### src/pkg/rpb_pkg.sv
// Register map, field layout and timing constants of the reference profile bank
`default_nettype none
package rpb_pkg;
    typedef logic [13:0] rpb_idx_t;

    localparam int ADR_W = 16;
    localparam int DAT_W = 32;
    localparam int SEL_W = 4;

    // Byte offsets within a multi-byte field
    localparam rpb_idx_t B1 = 14'h0001;
    localparam rpb_idx_t B2 = 14'h0002;
    localparam rpb_idx_t B3 = 14'h0003;
    localparam rpb_idx_t B4 = 14'h0004;

    // Register indices; byte address is four times the index
    localparam rpb_idx_t IX_PRIO_P1     = 14'h0632;
    localparam rpb_idx_t IX_FB_INT_P1   = 14'h0654;
    localparam rpb_idx_t IX_FRAC_NUM_P1 = 14'h0658;
    localparam rpb_idx_t IX_FRAC_DEN_P1 = 14'h0659;
    localparam rpb_idx_t IX_PH_THR_P1   = 14'h065b;
    localparam rpb_idx_t IX_PH_FILL_P1  = 14'h065d;
    localparam rpb_idx_t IX_PH_DRAIN_P1 = 14'h065e;
    localparam rpb_idx_t IX_FQ_THR_P1   = 14'h065f;
    localparam rpb_idx_t IX_FQ_FILL_P1  = 14'h0662;
    localparam rpb_idx_t IX_FQ_DRAIN_P1 = 14'h0663;
    localparam rpb_idx_t IX_PRIO_P2     = 14'h0680;
    localparam rpb_idx_t IX_PERIOD_P2   = 14'h0681;
    localparam rpb_idx_t IX_PAD_P2      = 14'h0686;
    localparam rpb_idx_t IX_INNER_P2    = 14'h0688;
    localparam rpb_idx_t IX_OUTER_P2    = 14'h068b;
    localparam rpb_idx_t IX_VALID_P2    = 14'h068e;
    localparam rpb_idx_t IX_REDET_P2    = 14'h0690;
    localparam rpb_idx_t IX_A0_LIN_P2   = 14'h0692;
    localparam rpb_idx_t IX_A1_EXP_P2   = 14'h0694;
    localparam rpb_idx_t IX_B0_LIN_P2   = 14'h0695;
    localparam rpb_idx_t IX_B1_EXP_P2   = 14'h0697;
    localparam rpb_idx_t IX_G0_LIN_P2   = 14'h0698;
    localparam rpb_idx_t IX_G1_EXP_P2   = 14'h069a;
    localparam rpb_idx_t IX_D0_LIN_P2   = 14'h069b;
    localparam rpb_idx_t IX_D1_EXP_P2   = 14'h069c;
    localparam rpb_idx_t IX_A3_EXP_P2   = 14'h069d;
    localparam rpb_idx_t IX_LO          = IX_PRIO_P1;
    localparam rpb_idx_t IX_HI          = IX_A3_EXP_P2;

    // Writable bit masks of fully used, unused and partly used bytes
    localparam logic [7:0] MASK_FULL  = 8'hff;
    localparam logic [7:0] MASK_NONE  = 8'h00;
    localparam logic [7:0] MASK_PRIO  = 8'hbf;
    localparam logic [7:0] MASK_NIB   = 8'h0f;
    localparam logic [7:0] MASK_FRAC  = 8'hf3;
    localparam logic [7:0] MASK_LOW6  = 8'h3f;
    localparam logic [7:0] MASK_LOW7  = 8'h7f;

    // Priority byte layout
    localparam int PRIO_SCALE_BIT = 7;
    localparam int PRIO_PROM_LSB  = 3;
    localparam int PRIO_SEL_LSB   = 0;

    // Widths
    localparam int FB_INT_W  = 20;
    localparam int FRAC_W    = 10;
    localparam int PH_THR_W  = 16;
    localparam int PH_PS_W   = 26;
    localparam int FQ_THR_W  = 24;
    localparam int PRIO_W    = 3;
    localparam int PERIOD_W  = 40;
    localparam int TOL_W     = 20;
    localparam int TIMER_W   = 16;

    localparam logic [FB_INT_W:0] FB_INT_MIN  = 21'h000007;
    localparam logic [9:0]        PS_PER_NS   = 10'h3e8;

    // Millisecond timebase for the validation and redetect timers
    localparam int CLK_PERIOD_PS = 4000;
    localparam int MS_PS         = 1000000000;
    localparam int MS_CYCLES     = MS_PS / CLK_PERIOD_PS;
endpackage
`default_nettype wire

### src/hw/rpb_bank.sv
// Reference profile register bank with a classic Wishbone slave
// How it works
// - Feedback divide ratio output is the programmed integer field plus one.
// - Numerator and denominator are assembled from their split byte fields.
// - Profile-one phase threshold unit comes from its priority byte bit seven.
// - Scale bit zero means picoseconds, one means nanoseconds.
// - Frequency lock threshold is 24 bits of picoseconds, low byte first.
// - Phase lock fill and drain rates are separate full bytes.
// - Frequency lock fill and drain rates are separate full bytes.
// - Selection priority ranks the profile's reference against the others.
// - Promoted priority applies only while the reference is active.
// - Nominal period is 40 bits of femtoseconds, least significant byte first.
// - Inner and outer tolerance are 20 bits, two bytes plus a nibble.
// - Validation and redetect timers count 16-bit milliseconds.
// - Each coefficient is a linear fraction times two to an exponent.
// - Coefficient linear and exponent fields have their documented widths.
// - Alpha-2 exponent bit two and delta-1 exponent bit zero straddle bytes.
`default_nettype none
module rpb_bank
    import rpb_pkg::*;
#(
    parameter int MS_CYCLES_P = MS_CYCLES
) (
    input  wire logic                  ref_clk,
    input  wire logic                  rst_n,
    input  wire logic                  wb_cyc_i,
    input  wire logic                  wb_stb_i,
    input  wire logic                  wb_we_i,
    input  wire logic [ADR_W-1:0]      wb_adr_i,
    input  wire logic [DAT_W-1:0]      wb_dat_i,
    input  wire logic [SEL_W-1:0]      wb_sel_i,
    output logic      [DAT_W-1:0]      wb_dat_o,
    output logic                       wb_ack_o,
    input  wire logic                  ref_active_p2,
    output logic      [FB_INT_W:0]     fb_int_ratio_p1,
    output logic                       fb_int_too_small_p1,
    output logic      [FRAC_W-1:0]     frac_num_p1,
    output logic      [FRAC_W-1:0]     frac_den_p1,
    output logic      [PH_PS_W-1:0]    ph_thr_ps_p1,
    output logic      [7:0]            ph_fill_p1,
    output logic      [7:0]            ph_drain_p1,
    output logic      [FQ_THR_W-1:0]   fq_thr_ps_p1,
    output logic      [7:0]            fq_fill_p1,
    output logic      [7:0]            fq_drain_p1,
    output logic                       ph_scale_ns_p2,
    output logic      [PRIO_W-1:0]     sel_prio_p2,
    output logic      [PRIO_W-1:0]     prom_prio_p2,
    output logic      [PRIO_W-1:0]     eff_prio_p2,
    output logic      [PERIOD_W-1:0]   period_fs_p2,
    output logic      [TOL_W-1:0]      inner_tol_p2,
    output logic      [TOL_W-1:0]      outer_tol_p2,
    output logic      [TIMER_W-1:0]    valid_ms_p2,
    output logic      [TIMER_W-1:0]    redet_ms_p2,
    output logic                       ms_tick,
    output logic      [15:0]           a0_lin_p2,
    output logic      [5:0]            a1_exp_p2,
    output logic      [2:0]            a2_exp_p2,
    output logic      [3:0]            a3_exp_p2,
    output logic      [16:0]           b0_lin_p2,
    output logic      [4:0]            b1_exp_p2,
    output logic      [16:0]           g0_lin_p2,
    output logic      [4:0]            g1_exp_p2,
    output logic      [14:0]           d0_lin_p2,
    output logic      [4:0]            d1_exp_p2
);

    // Writable bits of each byte; anything not listed is unused
    function automatic logic [7:0] byte_mask(input rpb_idx_t ix);
        logic [7:0] m;
        m = MASK_NONE;
        if (ix == IX_PRIO_P1 || ix == IX_PRIO_P2) begin
            m = MASK_PRIO;
        end else if (ix == IX_FB_INT_P1 + B2 || ix == IX_INNER_P2 + B2
                     || ix == IX_OUTER_P2 + B2) begin
            m = MASK_NIB;
        end else if (ix == IX_FRAC_DEN_P1) begin
            m = MASK_FRAC;
        end else if (ix == IX_FRAC_DEN_P1 + B1 || ix == IX_G1_EXP_P2) begin
            m = MASK_LOW6;
        end else if (ix == IX_B1_EXP_P2) begin
            m = MASK_LOW7;
        end else if ((ix >= IX_FB_INT_P1 && ix <= IX_FB_INT_P1 + B1)
                     || (ix >= IX_FRAC_NUM_P1 && ix <= IX_FQ_DRAIN_P1)
                     || (ix >= IX_PERIOD_P2 && ix < IX_PAD_P2)
                     || (ix >= IX_INNER_P2 && ix <= IX_A3_EXP_P2)) begin
            m = MASK_FULL;
        end
        return m;
    endfunction

    // Reset release through two flops
    logic rst_meta_reg;
    logic rst_sync_reg;
    always_ff @(posedge ref_clk or negedge rst_n) begin
        if (!rst_n) begin
            rst_meta_reg <= 1'b0;
            rst_sync_reg <= 1'b0;
        end else begin
            rst_meta_reg <= 1'b1;
            rst_sync_reg <= rst_meta_reg;
        end
    end

    logic [7:0] bank_reg [IX_LO:IX_HI];
    logic       ack_reg;
    logic [7:0] rdat_reg;

    // Bus decode
    wire logic     req      = wb_cyc_i && wb_stb_i && !ack_reg;
    wire rpb_idx_t idx      = wb_adr_i[ADR_W-1:2];
    wire logic     in_bank  = (idx >= IX_LO) && (idx <= IX_HI);
    wire logic [7:0] wmask  = in_bank ? byte_mask(idx) : MASK_NONE;
    wire logic     wr_en    = req && wb_we_i && wb_sel_i[0] && in_bank;
    // Unused bits and addresses read as zero
    // read masking
    wire logic [7:0] rd_byte = in_bank ? (bank_reg[idx] & wmask) : MASK_NONE;

    // Ack one cycle after the request; dropped the cycle after
    always_ff @(posedge ref_clk or negedge rst_sync_reg) begin
        if (!rst_sync_reg) begin
            ack_reg  <= 1'b0;
            rdat_reg <= 8'h00;
        end else begin
            ack_reg  <= req;
            rdat_reg <= req ? rd_byte : 8'h00;
        end
    end
    assign wb_ack_o = ack_reg;
    assign wb_dat_o = {24'h000000, rdat_reg};

    // Writes keep only the used bits, so reserved bits stay zero
    // write masking
    always_ff @(posedge ref_clk or negedge rst_sync_reg) begin
        if (!rst_sync_reg) begin
            for (int i = IX_LO; i <= IX_HI; i++) begin
                bank_reg[i] <= 8'h00;
            end
        end else if (wr_en) begin
            bank_reg[idx] <= wb_dat_i[7:0] & wmask;
        end
    end

    // Field assembly from the byte bank
    wire logic [FB_INT_W-1:0] fb_int = {
        bank_reg[IX_FB_INT_P1 + B2][3:0],
        bank_reg[IX_FB_INT_P1 + B1],
        bank_reg[IX_FB_INT_P1]
    };

    wire logic [FRAC_W-1:0] num = {
        bank_reg[IX_FRAC_DEN_P1][1:0],
        bank_reg[IX_FRAC_NUM_P1]
    };
    wire logic [FRAC_W-1:0] den = {
        bank_reg[IX_FRAC_DEN_P1 + B1][5:0],
        bank_reg[IX_FRAC_DEN_P1][7:4]
    };

    wire logic [PH_THR_W-1:0] ph_thr = {
        bank_reg[IX_PH_THR_P1 + B1],
        bank_reg[IX_PH_THR_P1]
    };

    wire logic scale_p1 = bank_reg[IX_PRIO_P1][PRIO_SCALE_BIT];

    // Both factors widened first so the product keeps all its bits
    wire logic [PH_PS_W-1:0] ph_thr_wide = PH_PS_W'(ph_thr);
    wire logic [PH_PS_W-1:0] ps_per_ns_wide = PH_PS_W'(PS_PER_NS);

    wire logic [PH_PS_W-1:0] ph_ps = scale_p1 ? ph_thr_wide * ps_per_ns_wide
                                              : ph_thr_wide;

    wire logic [7:0] prio2 = bank_reg[IX_PRIO_P2];
    wire logic [PRIO_W-1:0] sel2  = prio2[PRIO_SEL_LSB +: PRIO_W];
    wire logic [PRIO_W-1:0] prom2 = prio2[PRIO_PROM_LSB +: PRIO_W];

    // Millisecond tick shared by the validation and redetect timers
    logic [31:0] ms_cnt_reg;
    wire  logic  ms_wrap = (ms_cnt_reg == 32'(MS_CYCLES_P - 1));

    always_ff @(posedge ref_clk or negedge rst_sync_reg) begin
        if (!rst_sync_reg) begin
            ms_cnt_reg <= 32'h00000000;
            ms_tick    <= 1'b0;
        end else begin
            ms_cnt_reg <= ms_wrap ? 32'h00000000 : ms_cnt_reg + 32'h00000001;
            ms_tick    <= ms_wrap;
        end
    end

    // Profile one outputs, all registered
    always_ff @(posedge ref_clk or negedge rst_sync_reg) begin
        if (!rst_sync_reg) begin
            fb_int_ratio_p1     <= '0;
            fb_int_too_small_p1 <= 1'b0;
            frac_num_p1         <= '0;
            frac_den_p1         <= '0;
            ph_thr_ps_p1        <= '0;
            ph_fill_p1          <= 8'h00;
            ph_drain_p1         <= 8'h00;
            fq_thr_ps_p1        <= '0;
            fq_fill_p1          <= 8'h00;
            fq_drain_p1         <= 8'h00;
        end else begin
            fb_int_ratio_p1     <= {1'b0, fb_int} + 21'h000001;

            // flag a setting below the minimum
            fb_int_too_small_p1 <= ({1'b0, fb_int} < FB_INT_MIN);

            frac_num_p1         <= num;
            frac_den_p1         <= den;
            ph_thr_ps_p1        <= ph_ps;

            ph_fill_p1          <= bank_reg[IX_PH_FILL_P1];
            ph_drain_p1         <= bank_reg[IX_PH_DRAIN_P1];

            fq_thr_ps_p1        <= {
                bank_reg[IX_FQ_THR_P1 + B2],
                bank_reg[IX_FQ_THR_P1 + B1],
                bank_reg[IX_FQ_THR_P1]
            };

            fq_fill_p1          <= bank_reg[IX_FQ_FILL_P1];
            fq_drain_p1         <= bank_reg[IX_FQ_DRAIN_P1];
        end
    end

    // Profile two outputs; the pad bytes after the period are never stored
    always_ff @(posedge ref_clk or negedge rst_sync_reg) begin
        if (!rst_sync_reg) begin
            ph_scale_ns_p2 <= 1'b0;
            sel_prio_p2    <= '0;
            prom_prio_p2   <= '0;
            eff_prio_p2    <= '0;
            period_fs_p2   <= '0;
            inner_tol_p2   <= '0;
            outer_tol_p2   <= '0;
            valid_ms_p2    <= '0;
            redet_ms_p2    <= '0;
        end else begin
            ph_scale_ns_p2 <= prio2[PRIO_SCALE_BIT];

            sel_prio_p2    <= sel2;
            prom_prio_p2   <= prom2;

            eff_prio_p2    <= ref_active_p2 ? prom2 : sel2;

            period_fs_p2   <= {
                bank_reg[IX_PERIOD_P2 + B4],
                bank_reg[IX_PERIOD_P2 + B3],
                bank_reg[IX_PERIOD_P2 + B2],
                bank_reg[IX_PERIOD_P2 + B1],
                bank_reg[IX_PERIOD_P2]
            };

            inner_tol_p2   <= {
                bank_reg[IX_INNER_P2 + B2][3:0],
                bank_reg[IX_INNER_P2 + B1],
                bank_reg[IX_INNER_P2]
            };
            outer_tol_p2   <= {
                bank_reg[IX_OUTER_P2 + B2][3:0],
                bank_reg[IX_OUTER_P2 + B1],
                bank_reg[IX_OUTER_P2]
            };

            valid_ms_p2    <= {
                bank_reg[IX_VALID_P2 + B1],
                bank_reg[IX_VALID_P2]
            };
            redet_ms_p2    <= {
                bank_reg[IX_REDET_P2 + B1],
                bank_reg[IX_REDET_P2]
            };
        end
    end

    // Loop filter coefficients leave as linear and exponent pairs, so the
    // filter applies the two-to-the-exponent scaling as a cheap shift
    always_ff @(posedge ref_clk or negedge rst_sync_reg) begin
        if (!rst_sync_reg) begin
            a0_lin_p2 <= '0;
            a1_exp_p2 <= '0;
            a2_exp_p2 <= '0;
            a3_exp_p2 <= '0;
            b0_lin_p2 <= '0;
            b1_exp_p2 <= '0;
            g0_lin_p2 <= '0;
            g1_exp_p2 <= '0;
            d0_lin_p2 <= '0;
            d1_exp_p2 <= '0;
        end else begin
            a0_lin_p2 <= {
                bank_reg[IX_A0_LIN_P2 + B1],
                bank_reg[IX_A0_LIN_P2]
            };
            a1_exp_p2 <= bank_reg[IX_A1_EXP_P2][5:0];

            // alpha-2 bit two from next byte
            a2_exp_p2 <= {
                bank_reg[IX_B0_LIN_P2][0],
                bank_reg[IX_A1_EXP_P2][7:6]
            };
            a3_exp_p2 <= bank_reg[IX_A3_EXP_P2][7:4];

            b0_lin_p2 <= {
                bank_reg[IX_B1_EXP_P2][1:0],
                bank_reg[IX_B0_LIN_P2 + B1],
                bank_reg[IX_B0_LIN_P2][7:1]
            };
            b1_exp_p2 <= bank_reg[IX_B1_EXP_P2][6:2];

            g0_lin_p2 <= {
                bank_reg[IX_G1_EXP_P2][0],
                bank_reg[IX_G0_LIN_P2 + B1],
                bank_reg[IX_G0_LIN_P2]
            };
            g1_exp_p2 <= bank_reg[IX_G1_EXP_P2][5:1];

            d0_lin_p2 <= {
                bank_reg[IX_D1_EXP_P2][6:0],
                bank_reg[IX_D0_LIN_P2]
            };

            // delta-1 bit zero from lower byte
            d1_exp_p2 <= {
                bank_reg[IX_A3_EXP_P2][3:0],
                bank_reg[IX_D1_EXP_P2][7]
            };
        end
    end

endmodule
`default_nettype wire

### config.mk
export PLATFORM = sky130hd
export DESIGN_NAME = rpb_bank
export DESIGN_NICKNAME = d
export VERILOG_FILES = /design/src/pkg/rpb_pkg.sv /design/src/hw/rpb_bank.sv
export SDC_FILE = /design/constraint.sdc
export NUM_CORES = 2
export LEC_CHECK = 0
export BUFFER_PORTS_ARGS = -buffer_cell sky130_fd_sc_hd__buf_2
export CAP_MARGIN = 15
export CORE_AREA = 2 2 386 388
export CTS_CLUSTER_SIZE = 40
export DETAILED_ROUTE_END_ITERATION = 8
export DIE_AREA = 0 0 388 390
export SETUP_SLACK_MARGIN = 0.5
export SYNTH_ARGS = -nofsm -noshare
export SYNTH_HDL_FRONTEND = slang
export SYNTH_SLANG_ARGS = --single-unit
### constraint.sdc
create_clock -name ref_clk -period 82.7 [get_ports ref_clk]
set_input_delay 16.54 -clock ref_clk [delete_from_list [all_inputs] [get_ports ref_clk]]
set_output_delay 16.54 -clock ref_clk [all_outputs]
set_load 0.01 [all_outputs]
==> reports/qor.txt <==
Run status - complete, no violations
Reg2reg end - ph_thr_ps_p1[24]$_DFF_PN0_
Commonest cells in the netlist - 1247 x dfrtp_1, 425 x nor2b_1, 285 x nand2_1
Hold bufs inserted after CTS - 0
Clock Tree Buf Depth - 3
Crit path max fanout - 76
Fin Clk Skew - 0.0767 ns
Primary FF master, synth - dfrtp_1
Drc violations - 0
Max-Cap Viols - 0
Final period utilization - 0.250
Share of cells above drive strength 1 - 0.257
Buf/Inv on CP - 4
Tmin final - 20.69 ns
Crit path kind - in -> reg
Setup violations, final - 0
Fin nets - 4210
CTS tree - done
CTS-repair resized insts - 0
Area leader, netlist - dfrtp_1
Setup TNS - 0 ns
Rows - 141
Gr usage total - 0.196
Drt via density - 5.12
Average wire per standard cell - 24.3 microns
Synthesized area - 51100 sq um
Leak - 29.6 nW
FF-to-FF path depth - 14
CP top delay family - buffers and inverters
Placed Cells - 5850
I/O pin cnt - 431
Post-Route Utilization - 0.401
Area growth from synthesis to layout - 15.5%
RSZ-0062 raised after global routing - false
Crit path DAT - 21.25 ns
Clk sinks - 1247
Die width - 388 microns
Starting Density - 0.347
Worst hold path cell count - 0
Root Buffer - clkbuf_16
Vias in the first global route - 31200
Cell variety after synth - 80
Area post-placement - 54900 sq um
Final Hold Viols - 0
Initial antenna violation count - 22
Count leader, synth - dfrtp_1
Worst-path clk slew - 0.07 ns
Chip Height - 390 microns
Sequential-to-total area share from yosys stat - 0.611
Fraction of registers with async set/reset - 1.00
Max stage delay on crit path - 1.08 ns
Layout Cells excl Fill - 6080
Largest net degree at the start of global routing - 174
Min-delay src - rst_meta_reg$_DFF_PN0_
Warnings, synthesis - 0
Largest register FFs - 856
FF-to-FF setup slack - 77.36 ns
Post-synth EDFFs - 0
Worst relative slew slack - 0.121
Die Footprint - 151000 sq um
Worst Setup End Kind - register
Worst Path Required - 83.26 ns
Peak supply drop - 0.0177 mV
Cells along the critical path - buf_8 > buf_12 > buf_4 > buf_4 > mux4_2 > mux4_2 > a31oi_1 > and3_1 > a2111oi_0
Drt first-iter violations - 2770
Htree depth - 3
Gate Count Post-Synth - 3663
Global-route wire length before repair - 219 mm
Syn avg cell area - 13.9 sq um
Via count - 31100
PwrDens - 20.5 nW/um^2
Ranking of synthesized cells by area - dfrtp_1 61%, mux4_2 9.8%, nor2b_1 5.2%
Final Cell Area - 59000 sq um
Least-Margin Pin Slew - 1.29 ns
Hold crit path type - reg -> reg
Hold path endpoint - rst_sync_reg$_DFF_PN0_
Peak Freq - 0.0483 GHz
CORE AREA - 147000 sq um
FF+latch count, synth - 1247
Remaining Overflow, GRT - 0
Post-synth top area share - 0.611
# Post-CTS Setup Buffers - 0
RR Startpoint - bank_reg[520]$_DFFE_PN0P_
Filler cells - 13600
WHS - 0.348 ns
Fin. max-slew vios - 0
ANT nets after route - 0
Worst setup SP type - primary input
Placer's final routability congestion estimate - 0.947
First-pass DRT Iterations - 7
HPWL after DPL - 103 mm
CP max-delay cell - a2111oi_0
# port buffers - 377
Clk_lat worst skew - 0.79 ns
Routed wire length - 148 mm
Total CTS buffers - 120
-- routing by layer --
layer | wire length [microns] | share of wire | GRT usage | up-vias
met5 | 83 | 0.00056 | 0 | -
met4 | 5640 | 0.038 | 0.0763 | 14
met3 | 10200 | 0.069 | 0.0389 | 277
met2 | 67400 | 0.46 | 0.296 | 1121
met1 | 64600 | 0.44 | 0.278 | 16300
li1 | - | - | - | 13400
-- per-stage QoR --
stage | total power [mW] | worst slack [ns]
3_5_place_dp | 0.662 | 61.23
4_1_cts | 1.22 | 62.01
5_1_grt | 1.25 | 61.79
2_1_floorplan | 0.650 | 45.37
3_3_place_gp | 0.661 | 61.20
6_report | 1.21 | 62.01
-- cells in the final DEF (no fill, tap or decap), types with 106 or more instances in the layout --
cell          n
o21ai_0     181
mux2_2      156
buf_2       376
clkbuf_16   120
mux4_2      223
and2_1      130
nand2_1     285
nor2_1      106
nor2b_1     423
dfrtp_1    1246
-- layout make-up --
type                       instances  area, sq um  share of cell area
sequential                      1247        31200               0.529
multi-input combinational       2148        18600               0.315
clock buffer                     175         3430              0.0582
tap                             1930         2410              0.0409
timing repair buffer             429         2350              0.0399
clock inverter                    46          592              0.0100
inverter                          98          369             0.00626
antenna                            7         17.5            0.000297
-- how the worst max path moves through the flow --
| stage | startpoint | end | slack, ns | cells after the start |
|---|---|---|---|---|
| 2_1_floorplan | rst_sync_reg$_DFF_PN0_ | a0_lin_p2[0]$_DFF_PN0_ | 45.37 | 0 |
| 3_3_place_gp | wb_adr_i[2] | rdat_reg[6]$_DFF_PN0_ | 61.20 | 9 |
| 3_5_place_dp | wb_adr_i[2] | rdat_reg[6]$_DFF_PN0_ | 61.23 | 9 |
| 4_1_cts | wb_adr_i[2] | rdat_reg[6]$_DFF_PN0_ | 62.01 | 9 |
| 5_1_grt | wb_adr_i[2] | rdat_reg[6]$_DFF_PN0_ | 61.79 | 9 |
| 6_report | wb_adr_i[2] | rdat_reg[6]$_DFF_PN0_ | 62.01 | 9 |
-- where the power goes --
group          total, mW  switching (mW)  internal, mW  leakage [nW]
logic             0.0390          0.0301       0.00887          10.3
registers          0.611        0.000701         0.610          17.3
clock network      0.558           0.244         0.314          1.98
total               1.21           0.275         0.933          29.6
-- cell families (layout without fill, tap and decap cells) --
family                   Yosys count  after routing  synth area share
AO/OA/AOI/OAI                    343            343            0.0404
multiplexers                     467            467             0.153
flip-flops                      1247           1247             0.611
AND/OR/NAND/NOR                 1141           1141             0.123
other                              2             32          0.000147
XOR/XNOR                          64             64            0.0110
buffers and inverters            291            748            0.0278
adder cells (fa/ha/maj)          108            108            0.0341
Note: power is estimated with default switching activity, not from simulation.
